File: config.mk
export PLATFORM = sky130hd
export DESIGN_NAME = complementary_pwm_deadband
export DESIGN_NICKNAME = d
export VERILOG_FILES = /design/src/hdl/cog_pkg.sv /design/src/hdl/complementary_pwm_deadband.sv
export SDC_FILE = /design/constraint.sdc
export NUM_CORES = 1
export LEC_CHECK = 0
export BUFFER_PORTS_ARGS = -buffer_cell sky130_fd_sc_hd__buf_4
export CAP_MARGIN = 10
export CORE_ASPECT_RATIO = 1.4
export CORE_MARGIN = 2
export CORE_UTILIZATION = 50
export DETAILED_ROUTE_END_ITERATION = 10
export PLACE_DENSITY = 0.77
export SETUP_SLACK_MARGIN = 0.3
export SLEW_MARGIN = 15
export SYNTH_ARGS = -nofsm -noshare
export SYNTH_HDL_FRONTEND = slang
export SYNTH_SLANG_ARGS = --single-unit
File: constraint.sdc
create_clock -name core_clk_i -period 2.8 [get_ports core_clk_i]
set_input_delay 0.14 -clock core_clk_i [delete_from_list [all_inputs] [get_ports core_clk_i]]
set_output_delay 0.14 -clock core_clk_i [all_outputs]
set_load 0.005 [all_outputs]
File: src/hdl/cog_pkg.sv
package cog_pkg;

  // Reference clock derivation from the 40 MHz core clock
  localparam int unsigned CORE_CLK_HZ    = 40_000_000;
  localparam int unsigned FAST_OSC_HZ    = 8_000_000;
  localparam int unsigned INSTR_DIV      = 4;
  localparam int unsigned FAST_DIV       = CORE_CLK_HZ / FAST_OSC_HZ;
  localparam logic [2:0]  FAST_DIV_LAST  = 3'(FAST_DIV - 1);
  localparam logic [2:0]  INSTR_DIV_LAST = 3'(INSTR_DIV - 1);

  // clock_source_select codes
  localparam logic [1:0] CS_FAST_OSC = 2'h0;
  localparam logic [1:0] CS_INSTR    = 2'h1;
  localparam logic [1:0] CS_SYSTEM   = 2'h2;

  // Register byte offsets
  localparam logic [7:0] OFS_CONTROL_0 = 8'h00;
  localparam logic [7:0] OFS_CONTROL_1 = 8'h04;
  localparam logic [7:0] OFS_DEADBAND  = 8'h08;
  localparam logic [7:0] OFS_BLANK     = 8'h0C;
  localparam logic [7:0] OFS_PHASE     = 8'h10;
  localparam logic [7:0] OFS_OVERRIDE  = 8'h14;
  localparam logic [7:0] OFS_STATUS    = 8'h18;

  // generator_control_0 fields
  localparam int unsigned C0_ENABLE   = 7;
  localparam int unsigned C0_PRI_OE   = 6;
  localparam int unsigned C0_SEC_OE   = 5;
  localparam int unsigned C0_PRI_POL  = 4;
  localparam int unsigned C0_SEC_POL  = 3;
  localparam int unsigned C0_CS_LSB   = 0;
  // generator_control_1 fields
  localparam int unsigned C1_RISE_MODE = 7;
  localparam int unsigned C1_FALL_MODE = 6;
  localparam int unsigned C1_RS_LSB    = 3;
  localparam int unsigned C1_FS_LSB    = 0;
  // Packed 4-bit count fields: high nibble rising, low nibble falling
  localparam int unsigned RISE_NIB_LSB = 4;
  localparam int unsigned FALL_NIB_LSB = 0;
  // Override levels
  localparam int unsigned OVR_PRI = 0;
  localparam int unsigned OVR_SEC = 1;

  // Reset values
  localparam logic [7:0] CONTROL_0_RST = 8'h00;
  localparam logic [7:0] CONTROL_1_RST = 8'h00;
  localparam logic [7:0] DEADBAND_RST  = 8'h00;
  localparam logic [7:0] BLANK_RST     = 8'h00;
  localparam logic [7:0] PHASE_RST     = 8'h00;
  localparam logic [7:0] OVERRIDE_RST  = 8'h00;

  // Interval timers
  localparam int unsigned NUM_TMR = 5;
  localparam int unsigned T_PH    = 0;
  localparam int unsigned T_RDB   = 1;
  localparam int unsigned T_FDB   = 2;
  localparam int unsigned T_RBLK  = 3;
  localparam int unsigned T_FBLK  = 4;

endpackage : cog_pkg

File: src/hdl/complementary_pwm_deadband.sv
`timescale 1ns/1ps
module complementary_pwm_deadband
  import cog_pkg::*;
(
  input  wire logic        core_clk_i,
  input  wire logic        arst_n_i,
  input  wire logic        hsel_i,
  input  wire logic [31:0] haddr_i,
  input  wire logic [1:0]  htrans_i,
  input  wire logic        hwrite_i,
  input  wire logic [2:0]  hsize_i,
  input  wire logic [31:0] hwdata_i,
  input  wire logic        hready_i,
  output logic      [31:0] hrdata_o,
  output logic             hreadyout_o,
  output logic             hresp_o,
  input  wire logic [7:0]  event_src_i,
  output logic             primary_pin_o,
  output logic             primary_pin_oe_o,
  output logic             secondary_pin_o,
  output logic             secondary_pin_oe_o
);

  logic [7:0]  ctrl0_q;
  logic [7:0]  ctrl1_q;
  logic [7:0]  db_q;
  logic [7:0]  blk_q;
  logic [7:0]  ph_q;
  logic [7:0]  ovr_q;
  logic        wr_pend_q;
  logic [7:0]  wr_addr_q;
  logic        rd_wait_q;
  logic [7:0]  rd_addr_q;
  logic [31:0] hrdata_q;
  logic        take;
  logic        mapped;

  logic        en;
  logic [1:0]  clk_sel;
  logic [2:0]  div_q;
  logic [2:0]  div_last;
  logic        ref_tick;
  logic [7:0]  src_s1_q;
  logic [7:0]  src_s2_q;
  logic        rise_in;
  logic        fall_in;
  logic        rise_prev_q;
  logic        fall_prev_q;
  logic        rise_raw;
  logic        fall_raw;
  logic        rise_ev;
  logic        fall_ev;
  logic        rise_out;
  logic        pri_set;
  logic        sec_set;
  logic        active_q;
  logic        pri_q;
  logic        sec_q;

  logic [NUM_TMR-1:0] tmr_start;
  logic [NUM_TMR-1:0] tmr_cancel;
  logic [NUM_TMR-1:0] tmr_run_q;
  logic [NUM_TMR-1:0] tmr_done;
  logic [3:0]         tmr_limit [NUM_TMR];
  logic [3:0]         tmr_cnt_q [NUM_TMR];

  // ---------------- AHB-Lite slave ----------------
  assign mapped      = (haddr_i[31:8] == 24'h00_0000);
  assign take        = hsel_i & htrans_i[1] & hready_i;
  assign hresp_o     = 1'b0;
  assign hreadyout_o = ~rd_wait_q;
  assign hrdata_o    = hrdata_q;

  always_ff @(posedge core_clk_i or negedge arst_n_i) begin
    if (!arst_n_i) begin
      wr_pend_q <= 1'b0;
      wr_addr_q <= 8'h00;
      rd_wait_q <= 1'b0;
      rd_addr_q <= 8'h00;
    end else begin
      wr_pend_q <= take & hwrite_i & mapped;
      rd_wait_q <= take & ~hwrite_i;
      if (take) begin
        wr_addr_q <= haddr_i[7:0];
        rd_addr_q <= mapped ? haddr_i[7:0] : 8'hFF;
      end
    end
  end

  // Read data is captured one cycle late so a preceding write is visible
  always_ff @(posedge core_clk_i or negedge arst_n_i) begin
    if (!arst_n_i) begin
      hrdata_q <= 32'h0000_0000;
    end else if (rd_wait_q) begin
      unique case (rd_addr_q)
        OFS_CONTROL_0: hrdata_q <= {24'h00_0000, ctrl0_q};
        OFS_CONTROL_1: hrdata_q <= {24'h00_0000, ctrl1_q};
        OFS_DEADBAND:  hrdata_q <= {24'h00_0000, db_q};
        OFS_BLANK:     hrdata_q <= {24'h00_0000, blk_q};
        OFS_PHASE:     hrdata_q <= {24'h00_0000, ph_q};
        OFS_OVERRIDE:  hrdata_q <= {24'h00_0000, ovr_q};
        OFS_STATUS:    hrdata_q <= {26'h000_0000, active_q, tmr_run_q[T_FDB],
                                    tmr_run_q[T_RDB], 1'b0, sec_q, pri_q};
        default:       hrdata_q <= 32'h0000_0000;
      endcase
    end
  end

  always_ff @(posedge core_clk_i or negedge arst_n_i) begin
    if (!arst_n_i) begin
      ctrl0_q <= CONTROL_0_RST;
      ctrl1_q <= CONTROL_1_RST;
      db_q    <= DEADBAND_RST;
      blk_q   <= BLANK_RST;
      ph_q    <= PHASE_RST;
      ovr_q   <= OVERRIDE_RST;
    end else if (wr_pend_q) begin
      unique case (wr_addr_q)
        OFS_CONTROL_0: ctrl0_q <= hwdata_i[7:0];
        OFS_CONTROL_1: ctrl1_q <= hwdata_i[7:0];
        OFS_DEADBAND:  db_q    <= hwdata_i[7:0];
        OFS_BLANK:     blk_q   <= hwdata_i[7:0];
        OFS_PHASE:     ph_q    <= {4'h0, hwdata_i[3:0]};
        OFS_OVERRIDE:  ovr_q   <= {6'h00, hwdata_i[1:0]};
        default:       ;
      endcase
    end
  end

  // ---------------- Reference clock enable ----------------
  assign en      = ctrl0_q[C0_ENABLE];
  assign clk_sel = ctrl0_q[C0_CS_LSB +: 2];
  assign div_last = (clk_sel == CS_FAST_OSC) ? FAST_DIV_LAST : INSTR_DIV_LAST;

  always_ff @(posedge core_clk_i or negedge arst_n_i) begin
    if (!arst_n_i) begin
      div_q <= 3'h0;
    end else if (div_q >= div_last) begin
      div_q <= 3'h0;
    end else begin
      div_q <= div_q + 3'h1;
    end
  end

  always_comb begin
    unique case (clk_sel)
      CS_FAST_OSC: ref_tick = (div_q == div_last);
      CS_INSTR:    ref_tick = (div_q == div_last);
      default:     ref_tick = 1'b1;
    endcase
  end

  // ---------------- Event inputs ----------------
  always_ff @(posedge core_clk_i or negedge arst_n_i) begin
    if (!arst_n_i) begin
      src_s1_q <= 8'h00;
      src_s2_q <= 8'h00;
    end else begin
      src_s1_q <= event_src_i;
      src_s2_q <= src_s1_q;
    end
  end

  assign rise_in = src_s2_q[ctrl1_q[C1_RS_LSB +: 3]];
  assign fall_in = src_s2_q[ctrl1_q[C1_FS_LSB +: 3]];

  always_ff @(posedge core_clk_i or negedge arst_n_i) begin
    if (!arst_n_i) begin
      rise_prev_q <= 1'b0;
      fall_prev_q <= 1'b0;
    end else if (ref_tick) begin
      rise_prev_q <= rise_in;
      fall_prev_q <= fall_in;
    end
  end

  // Mode bit set means level sensing; level events are gated by the phase flag
  assign rise_raw = ctrl1_q[C1_RISE_MODE] ? (rise_in & ~active_q)
                                          : (rise_in & ~rise_prev_q);
  assign fall_raw = ctrl1_q[C1_FALL_MODE] ? (~fall_in & active_q)
                                          : (~fall_in & fall_prev_q);

  // Falling event wins a same-tick tie; blanking masks the opposite input
  assign fall_ev = ref_tick & en & fall_raw & ~tmr_run_q[T_RBLK];
  assign rise_ev = ref_tick & en & rise_raw & ~tmr_run_q[T_FBLK] & ~fall_ev;

  // ---------------- Interval timers ----------------
  assign tmr_limit[T_PH]   = ph_q[3:0];
  assign tmr_limit[T_RDB]  = db_q[RISE_NIB_LSB +: 4];
  assign tmr_limit[T_FDB]  = db_q[FALL_NIB_LSB +: 4];
  assign tmr_limit[T_RBLK] = blk_q[RISE_NIB_LSB +: 4];
  assign tmr_limit[T_FBLK] = blk_q[FALL_NIB_LSB +: 4];

  assign tmr_start[T_PH]   = rise_ev;
  assign tmr_start[T_RDB]  = rise_out;
  assign tmr_start[T_FDB]  = fall_ev;
  assign tmr_start[T_RBLK] = rise_ev;
  assign tmr_start[T_FBLK] = fall_ev;
  assign tmr_cancel[T_PH]   = fall_ev;
  assign tmr_cancel[T_RDB]  = fall_ev;
  assign tmr_cancel[T_FDB]  = rise_out;
  assign tmr_cancel[T_RBLK] = 1'b0;
  assign tmr_cancel[T_FBLK] = 1'b0;

  // A timer started on a tick expires after exactly limit further ticks
  for (genvar i = 0; i < NUM_TMR; i++) begin : g_tmr
    assign tmr_done[i] = tmr_run_q[i] & ref_tick & ~tmr_start[i] & ~tmr_cancel[i]
                       & (tmr_cnt_q[i] + 4'h1 == tmr_limit[i]);

    always_ff @(posedge core_clk_i or negedge arst_n_i) begin
      if (!arst_n_i) begin
        tmr_run_q[i] <= 1'b0;
        tmr_cnt_q[i] <= 4'h0;
      end else if (!en) begin
        tmr_run_q[i] <= 1'b0;
        tmr_cnt_q[i] <= 4'h0;
      end else if (tmr_start[i]) begin
        tmr_run_q[i] <= (tmr_limit[i] != 4'h0);
        tmr_cnt_q[i] <= 4'h0;
      end else if (tmr_cancel[i]) begin
        tmr_run_q[i] <= 1'b0;
      end else if (tmr_done[i]) begin
        tmr_run_q[i] <= 1'b0;
      end else if (tmr_run_q[i] && ref_tick) begin
        tmr_cnt_q[i] <= tmr_cnt_q[i] + 4'h1;
      end
    end
  end

  // ---------------- Drive sequencing ----------------
  assign rise_out = (rise_ev & (ph_q[3:0] == 4'h0)) | tmr_done[T_PH];
  assign pri_set  = (rise_out & (tmr_limit[T_RDB] == 4'h0)) | tmr_done[T_RDB];
  assign sec_set  = (fall_ev & (tmr_limit[T_FDB] == 4'h0)) | tmr_done[T_FDB];

  always_ff @(posedge core_clk_i or negedge arst_n_i) begin
    if (!arst_n_i) begin
      active_q <= 1'b0;
    end else if (!en || fall_ev) begin
      active_q <= 1'b0;
    end else if (rise_ev) begin
      active_q <= 1'b1;
    end
  end

  always_ff @(posedge core_clk_i or negedge arst_n_i) begin
    if (!arst_n_i) begin
      pri_q <= 1'b0;
    end else if (!en) begin
      pri_q <= 1'b0;
    end else if (fall_ev) begin
      pri_q <= 1'b0;
    end else if (pri_set) begin
      pri_q <= 1'b1;
    end
  end

  always_ff @(posedge core_clk_i or negedge arst_n_i) begin
    if (!arst_n_i) begin
      sec_q <= 1'b1;
    end else if (!en) begin
      sec_q <= 1'b1;
    end else if (rise_out) begin
      sec_q <= 1'b0;
    end else if (sec_set) begin
      sec_q <= 1'b1;
    end
  end

  // ---------------- Pins ----------------
  always_ff @(posedge core_clk_i or negedge arst_n_i) begin
    if (!arst_n_i) begin
      primary_pin_o      <= 1'b0;
      secondary_pin_o    <= 1'b0;
      primary_pin_oe_o   <= 1'b0;
      secondary_pin_oe_o <= 1'b0;
    end else begin
      primary_pin_oe_o   <= ctrl0_q[C0_PRI_OE];
      secondary_pin_oe_o <= ctrl0_q[C0_SEC_OE];
      primary_pin_o      <= en ? (pri_q ^ ctrl0_q[C0_PRI_POL])
                               : ovr_q[OVR_PRI];
      secondary_pin_o    <= en ? (sec_q ^ ctrl0_q[C0_SEC_POL])
                               : ovr_q[OVR_SEC];
    end
  end
endmodule : complementary_pwm_deadband

==> After elaboration in Yosys (flattened, before gate mapping) <==
Cells that the tools add are included.
W data, S select, Z words.
{ "word_totals": {"register_bits": 141, "input_bits": 82, "out_inout_bits": 38, "wordCells": 225} }
{ "op_classes": {"addsub": 6, "n_lt_le_gt_ge": 3, "n_eq_ne": 38, "n_mux": 62, "bitwise": 51, "n_reduce_logical": 32} }
{ "op_table": {"columns": ["cell", "n"], "rows": [
  ["$mux W4", 23],
  ["$pmux W8 S7", 1],
  ["$eq A8 B5 Y1 const B", 5],
  ["$and A1 B1 Y1", 36],
  ["$mux W1", 33],
  ["$eq A8 B4 Y1 const B", 4],
  ["$ne A3 B1 Y1 const B", 9],
  ["$logic_not A24 Y1", 1],
  ["$ne A3 B3 Y1 const B", 7],
  ["$add A4 B1 Y4 const B", 5],
  ["$eq A4 B4 Y1", 5],
  ["$reduce_bool A4 Y1", 5],
  ["$eq A8 B3 Y1 const B", 2],
  ["$logic_not A8 Y1", 2],
  ["$reduce_and A2 Y1", 8],
  ["$logic_not A4 Y1", 3],
  ["$ne A4 B1 Y1 const B", 3],
  ["$not A1 Y1", 10],
  ["$reduce_and A3 Y1", 3],
  ["$lt A3 B4 Y1 const B", 2],
  ["$mux W8", 1],
  ["$bmux W1 S3", 2],
  ["$mux W3", 2],
  ["$logic_and A1 B1 Y1", 5],
  ["other kinds (12)", 15]
]} }

==> Depth between registers and ports, before layout <==
{ "logic_depth": {"ltp_word": 22, "mapped_depth": 10, "mapped_depth_nobuf": 9} }

==> Worst setup path after synthesis <==
OpenSTA, ideal clock, no wires.
{ "synth_timing": {"path_type": "reg-to-reg", "startpoint": "register ctrl0_q[1]", "endpoint": "register tmr_cnt_q[12] (netlist name)", "setup_ps": 125, "arrival_ps": 2590, "t_required_ps": 2675, "path_slack_ps": 85, "path_stages_with_launch": 9, "path_buffers": 0, "synth_period_minus_slack_ps": 2715, "cell_sequence": "dfrtp_1 -> or2_2 -> ha_1 -> a31oi_1 -> or3_2 -> or3_4 -> o211ai_1 -> o21ai_1 -> mux2_2"} }
{ "synth_between": {"elab_chain_cells": 20, "word_cells_on_any_way": 32, "classes_between": "eq/ne: 5; mux: 4; bitwise: 19; reduce/logical: 4"} }
{ "synth_rtl": {"columns": ["item", "line", "rtl"], "rows": [
  ["start, declared", "complementary_pwm_deadband.sv:24", "logic [7:0] ctrl0_q;"],
  ["start signal, assigned", "complementary_pwm_deadband.sv:119", "OFS_CONTROL_0: ctrl0_q <= hwdata_i[7:0];"],
  ["$logic_not A2 Y1", "complementary_pwm_deadband.sv:133, complementary_pwm_deadband.sv:146", null],
  ["$mux W3", "complementary_pwm_deadband.sv:133", "assign div_last = (clk_sel == CS_FAST_OSC) ? FAST_DIV_LAST : INSTR_DIV_LAST;"],
  ["$eq A3 B3 Y1", "complementary_pwm_deadband.sv:147, complementary_pwm_deadband.sv:148", null],
  ["$mux W1 *", null, null],
  ["$and A1 B1 Y1", "complementary_pwm_deadband.sv:184, complementary_pwm_deadband.sv:185", null],
  ["$and A1 B1 Y1 (2 in a row)", "complementary_pwm_deadband.sv:184", "assign fall_ev = ref_tick & en & fall_raw & ~tmr_run_q[T_RBLK];"],
  ["$not A1 Y1", "complementary_pwm_deadband.sv:185, complementary_pwm_deadband.sv:207", null],
  ["$and A1 B1 Y1", "complementary_pwm_deadband.sv:185", "assign rise_ev = ref_tick & en & rise_raw & ~tmr_run_q[T_FBLK] & ~fall_ev;"],
  ["$not A1 Y1", "complementary_pwm_deadband.sv:207", "assign tmr_done[i] = tmr_run_q[i] & ref_tick & ~tmr_start[i] & ~tmr_cancel[i]"],
  ["$and A1 B1 Y1 (2 in a row)", "complementary_pwm_deadband.sv:207", null],
  ["$and A1 B1 Y1", "complementary_pwm_deadband.sv:208", "& (tmr_cnt_q[i] + 4'h1 == tmr_limit[i]);"],
  ["$or A1 B1 Y1", "complementary_pwm_deadband.sv:231", "assign rise_out = (rise_ev & (ph_q[3:0] == 4'h0)) | tmr_done[T_PH];"],
  ["$not A1 Y1", "complementary_pwm_deadband.sv:207", null],
  ["$and A1 B1 Y1 (2 in a row)", "complementary_pwm_deadband.sv:207", null],
  ["$and A1 B1 Y1", "complementary_pwm_deadband.sv:208", null],
  ["$ne A3 B3 Y1 (no line)", null, null],
  ["$reduce_and A3 Y1 (no line)", null, null],
  ["end signal, assigned by index", "complementary_pwm_deadband.sv:225", "tmr_cnt_q[i] <= tmr_cnt_q[i] + 4'h1;"],
  ["end, declared", "complementary_pwm_deadband.sv:65", "logic [3:0] tmr_cnt_q [NUM_TMR];"]
]} }
Every way passes the cells marked *; elsewhere a longest branch is shown, timed or not.
A chain may end at the register's enable or synchronous reset.

==> Worst setup path after layout <==
{ "layout_timing": {"startpoint": "register ctrl0_q[0]", "endpoint": "register tmr_cnt_q[15] (netlist name)"} }
The elaborated chain is that of the path after synthesis.

==> results.ini <==
[global_routing]
grtUsageTotal_pct = 24.4
antenna_found_initial = 0
grt_pass1_wl_um = 23100
gr-total-overflow = 0
grt_max_degree = 76
grt_pass1_vias = 4747

[timing]
fmax_mhz = 404
final-max-slew-violation-count = 0
hold_viol = 0
clock_skew_ps = 8.28
rsz0062_at_grt = true
tightestPinTransition_ps = 611
relSlewSlack_pct = 59.1
setup-violations-final = 0
setup-tns-final_ps = 0
hold_ws_ps = 28.2
fin_crit_sh_pct = 88.4
period_minus_slack_ps = 2470

[route]
drt_first_pass_iters = 4
avgRoutedWirePerCell_um = 18.0
first_iter_violations = 288
viasPerCell = 5.68
dr_total_vias = 4442
drc = 0
routed_wl_um = 14100
antenna_left = 0

[yosys]
synth_top_area_share_pct = 50.2
syn_area_per_cell_um2 = 11.2
ys_seq_area_share_pct = 50.7
ys_seq_elements = 117
ys_warn_count = 0
synthArstFlopShare_pct = 100
synth_area_leader_cell = dfrtp_1
synth_cell_types = 59
syn_inst = 517
synth.area.top_cells = dfrtp_1 (50%), mux2_2 (8.8%), nand2_1 (3.4%), xnor2_1 (3.3%), buf_4 (3.2%)
syn_area_mm2 = 0.00578
synth_top_flop_cell = dfrtp_1
synth-edff-count = 0

[placed_design]
place_congestion = 0.892
port_buffers = 66
dpl.hpwl_um = 9720
dp.cells = 719
placed_area_mm2 = 0.00639

[clock_tree]
clk_latency_ps = 420
cts_buffer_depth = 2
root_buffer = clkbuf_16
cts_buffers = 17
cts_tree = yes
clk_pin_slew_ps = 60
htreeDepth = 4
cts.sinks = 117

[final_layout]
syn2layout_area_growth_pct = 27.6
drive_gt1_share_pct = 27.9
diodes = 0
fin_area_mm2 = 0.00737
fin_cells = 782
final_util_pct = 65.3
nets = 716

[floorplan]
ioPinCount = 120
dieWidth_um = 94.8
initial_core_util_pct = 51.2
core_region_area_mm2 = 0.0113
die-area_mm2 = 0.0124
die_h_um = 131
num_rows = 46

[power]
power.density_mw_per_mm2 = 655
comb_power_share_pct = 12.1
switching_share_pct = 25.7
p_clk_share_pct = 49.0
seqPwrFrac_pct = 38.9
p_int_uw = 3590
ir_drop_uv = 676
power.leakage_uw = 0.00336
p_switching_uw = 1240

[job]
drv_cap = 0

[setup_path]
ff2ff_path_depth = 9
cp_slowest_stage_delay_ps = 380
cp_cell_sequence = or2_4, ha_4, a31oi_4, or3_4, or3_4, o211ai_1, buf_4, o21bai_1, a31oi_1
r2r_slack_ps = 330
path_class = flip-flop to flip-flop
cp-start-kind = flip-flop
worstPathRequired_ps = 3080
worst-path-max-fanout = 5
cp_common_cell = or3_4
cp_slowest_cell = or3_4
cp_num_cells = 9
path_delay_family = simple AND/OR/NAND/NOR gates
path_buf_inv = 1
cp_data_arrival_time_ps = 2760
end_kind = flip-flop

[worst_hold_path]
holdCritPathClass = input pin to flip-flop
hold_depth = 2

[status]
status = finished clean

==> final timing paths <==
kind                             start             to
max in group asynchronous     arst_n_i          sec_q
setup / recovery            ctrl0_q[0]  tmr_cnt_q[15]
hold reg to reg            src_s1_q[1]    src_s2_q[1]
setup reg to reg            ctrl0_q[0]  tmr_cnt_q[15]
hold / removal             hwdata_i[1]        ph_q[1]
min in group asynchronous     arst_n_i    hrdata_o[7]
==> power by group through the flow <==
| stage | logic (µW) | clock network, µW | registers [µW] |
|---|---|---|---|
| 6_report | 585 | 2360 | 1880 |
| 4_1_cts | 549 | 2380 | 1880 |
| 2_1_floorplan | 344 | 0 | 1880 |
| 5_1_grt | 648 | 2470 | 1890 |
| 3_3_place_gp | 478 | 0 | 1900 |
| 3_5_place_dp | 507 | 0 | 1900 |
==> layer usage <==
layer	wire, µm	vias up	track usage, %
li1	-	2016	-
met1	5050	2191	25.7
met2	7700	186	43.5
met3	686	49	6.65
met4	642	0	12.0
met5	0	-	0
==> cell usage after synthesis (3+ instances only) <==
cell	count
clkbuf_1	9
nand2_1	53
nand4_1	4
a22oi_1	6
o22a_1	7
inv_1	13
xnor2_1	22
o21ai_0	22
xor2_1	14
nand3_1	18
mux2_2	45
nor4_1	12
a21oi_1	13
o21ai_1	3
o2bb2ai_1	6
nor3_1	6
xor3_1	3
dfrtp_1	116
ha_1	9
mux4_2	5
nor2_1	37
nand2b_1	6
mux2i_1	14
buf_4	25
a31oi_1	4
==> per-stage QoR <==
| stage | power, µW | setup slack, ps |
|---|---|---|
| floorplan | 2220 | 339 |
| global placement | 2380 | 271 |
| detailed placement | 2410 | 184 |
| CTS | 4810 | 314 |
| global route | 5010 | 237 |
| finish | 4830 | 325 |
==> cells by family (layout without fill, tap and decap cells) <==
family / Yosys count / in the layout / synth area share (%)
adders and majority gates: 9 / 9 / 1.95
other: 1 / 25 / 0.0649
buffers and inverters: 52 / 149 / 5.18
xor gates and xnor gates: 39 / 39 / 6.69
and+or+nand+nor: 154 / 154 / 12.9
DFF: 117 / 117 / 50.7
AOI/OAI and AO/OA: 81 / 81 / 9.40
muxes: 64 / 64 / 13.1
==> layout by cell type, fill, tap and decap left out, types with 3 or more instances in the layout <==
cell and n:
dfrtp_1 116, mux4_2 5, buf_4 79, a22oi_1 6
nor2_1 37, dlygate4sd3_1 24, nand3_1 18, nor3_1 5
xor2_1 14, nor4_1 11, nand2_1 53, mux2_2 44
o22a_1 7, inv_1 13, nand2b_1 6, o2bb2ai_1 6
nand4_1 4, o21ai_0 22, bufinv_16 4, a31oi_1 3
conb_1 25, clkbuf_16 17, a21oi_1 12, inv_6 7
mux2i_1 14, xor3_1 3, ha_1 7, xnor2_1 22
==> sequential cells by signal (all words and copies together), names as in the netlist, 8 cells and up <==
register and flops:
blk_q 8, ctrl0_q 8, ctrl1_q 8, db_q 8, hrdata_o 8, rd_addr_q 8
src_s1_q 8, src_s2_q 8, tmr_cnt_q 20, wr_addr_q 8
==> final cells by class <==
class,count,area [µm²]
Tap cell,144,180
Clock buffer,17,425
Multi-Input combinational cell,372,2720
Inverter,13,48.8
Sequential cell,117,2930
Fill cell,793,3910
Clock inverter,15,215
Timing Repair Buffer,104,853
==> what timing repair did <==
item	CTS	global route
pin swaps	3	3
setup buffers	5	2
endpoints found under the hold margin	85	1
hold buffers	23	1
setup endpoints to repair	3	7
cloned	0	0
resized for setup	1	6
Note: power is estimated with default switching activity, not from simulation.
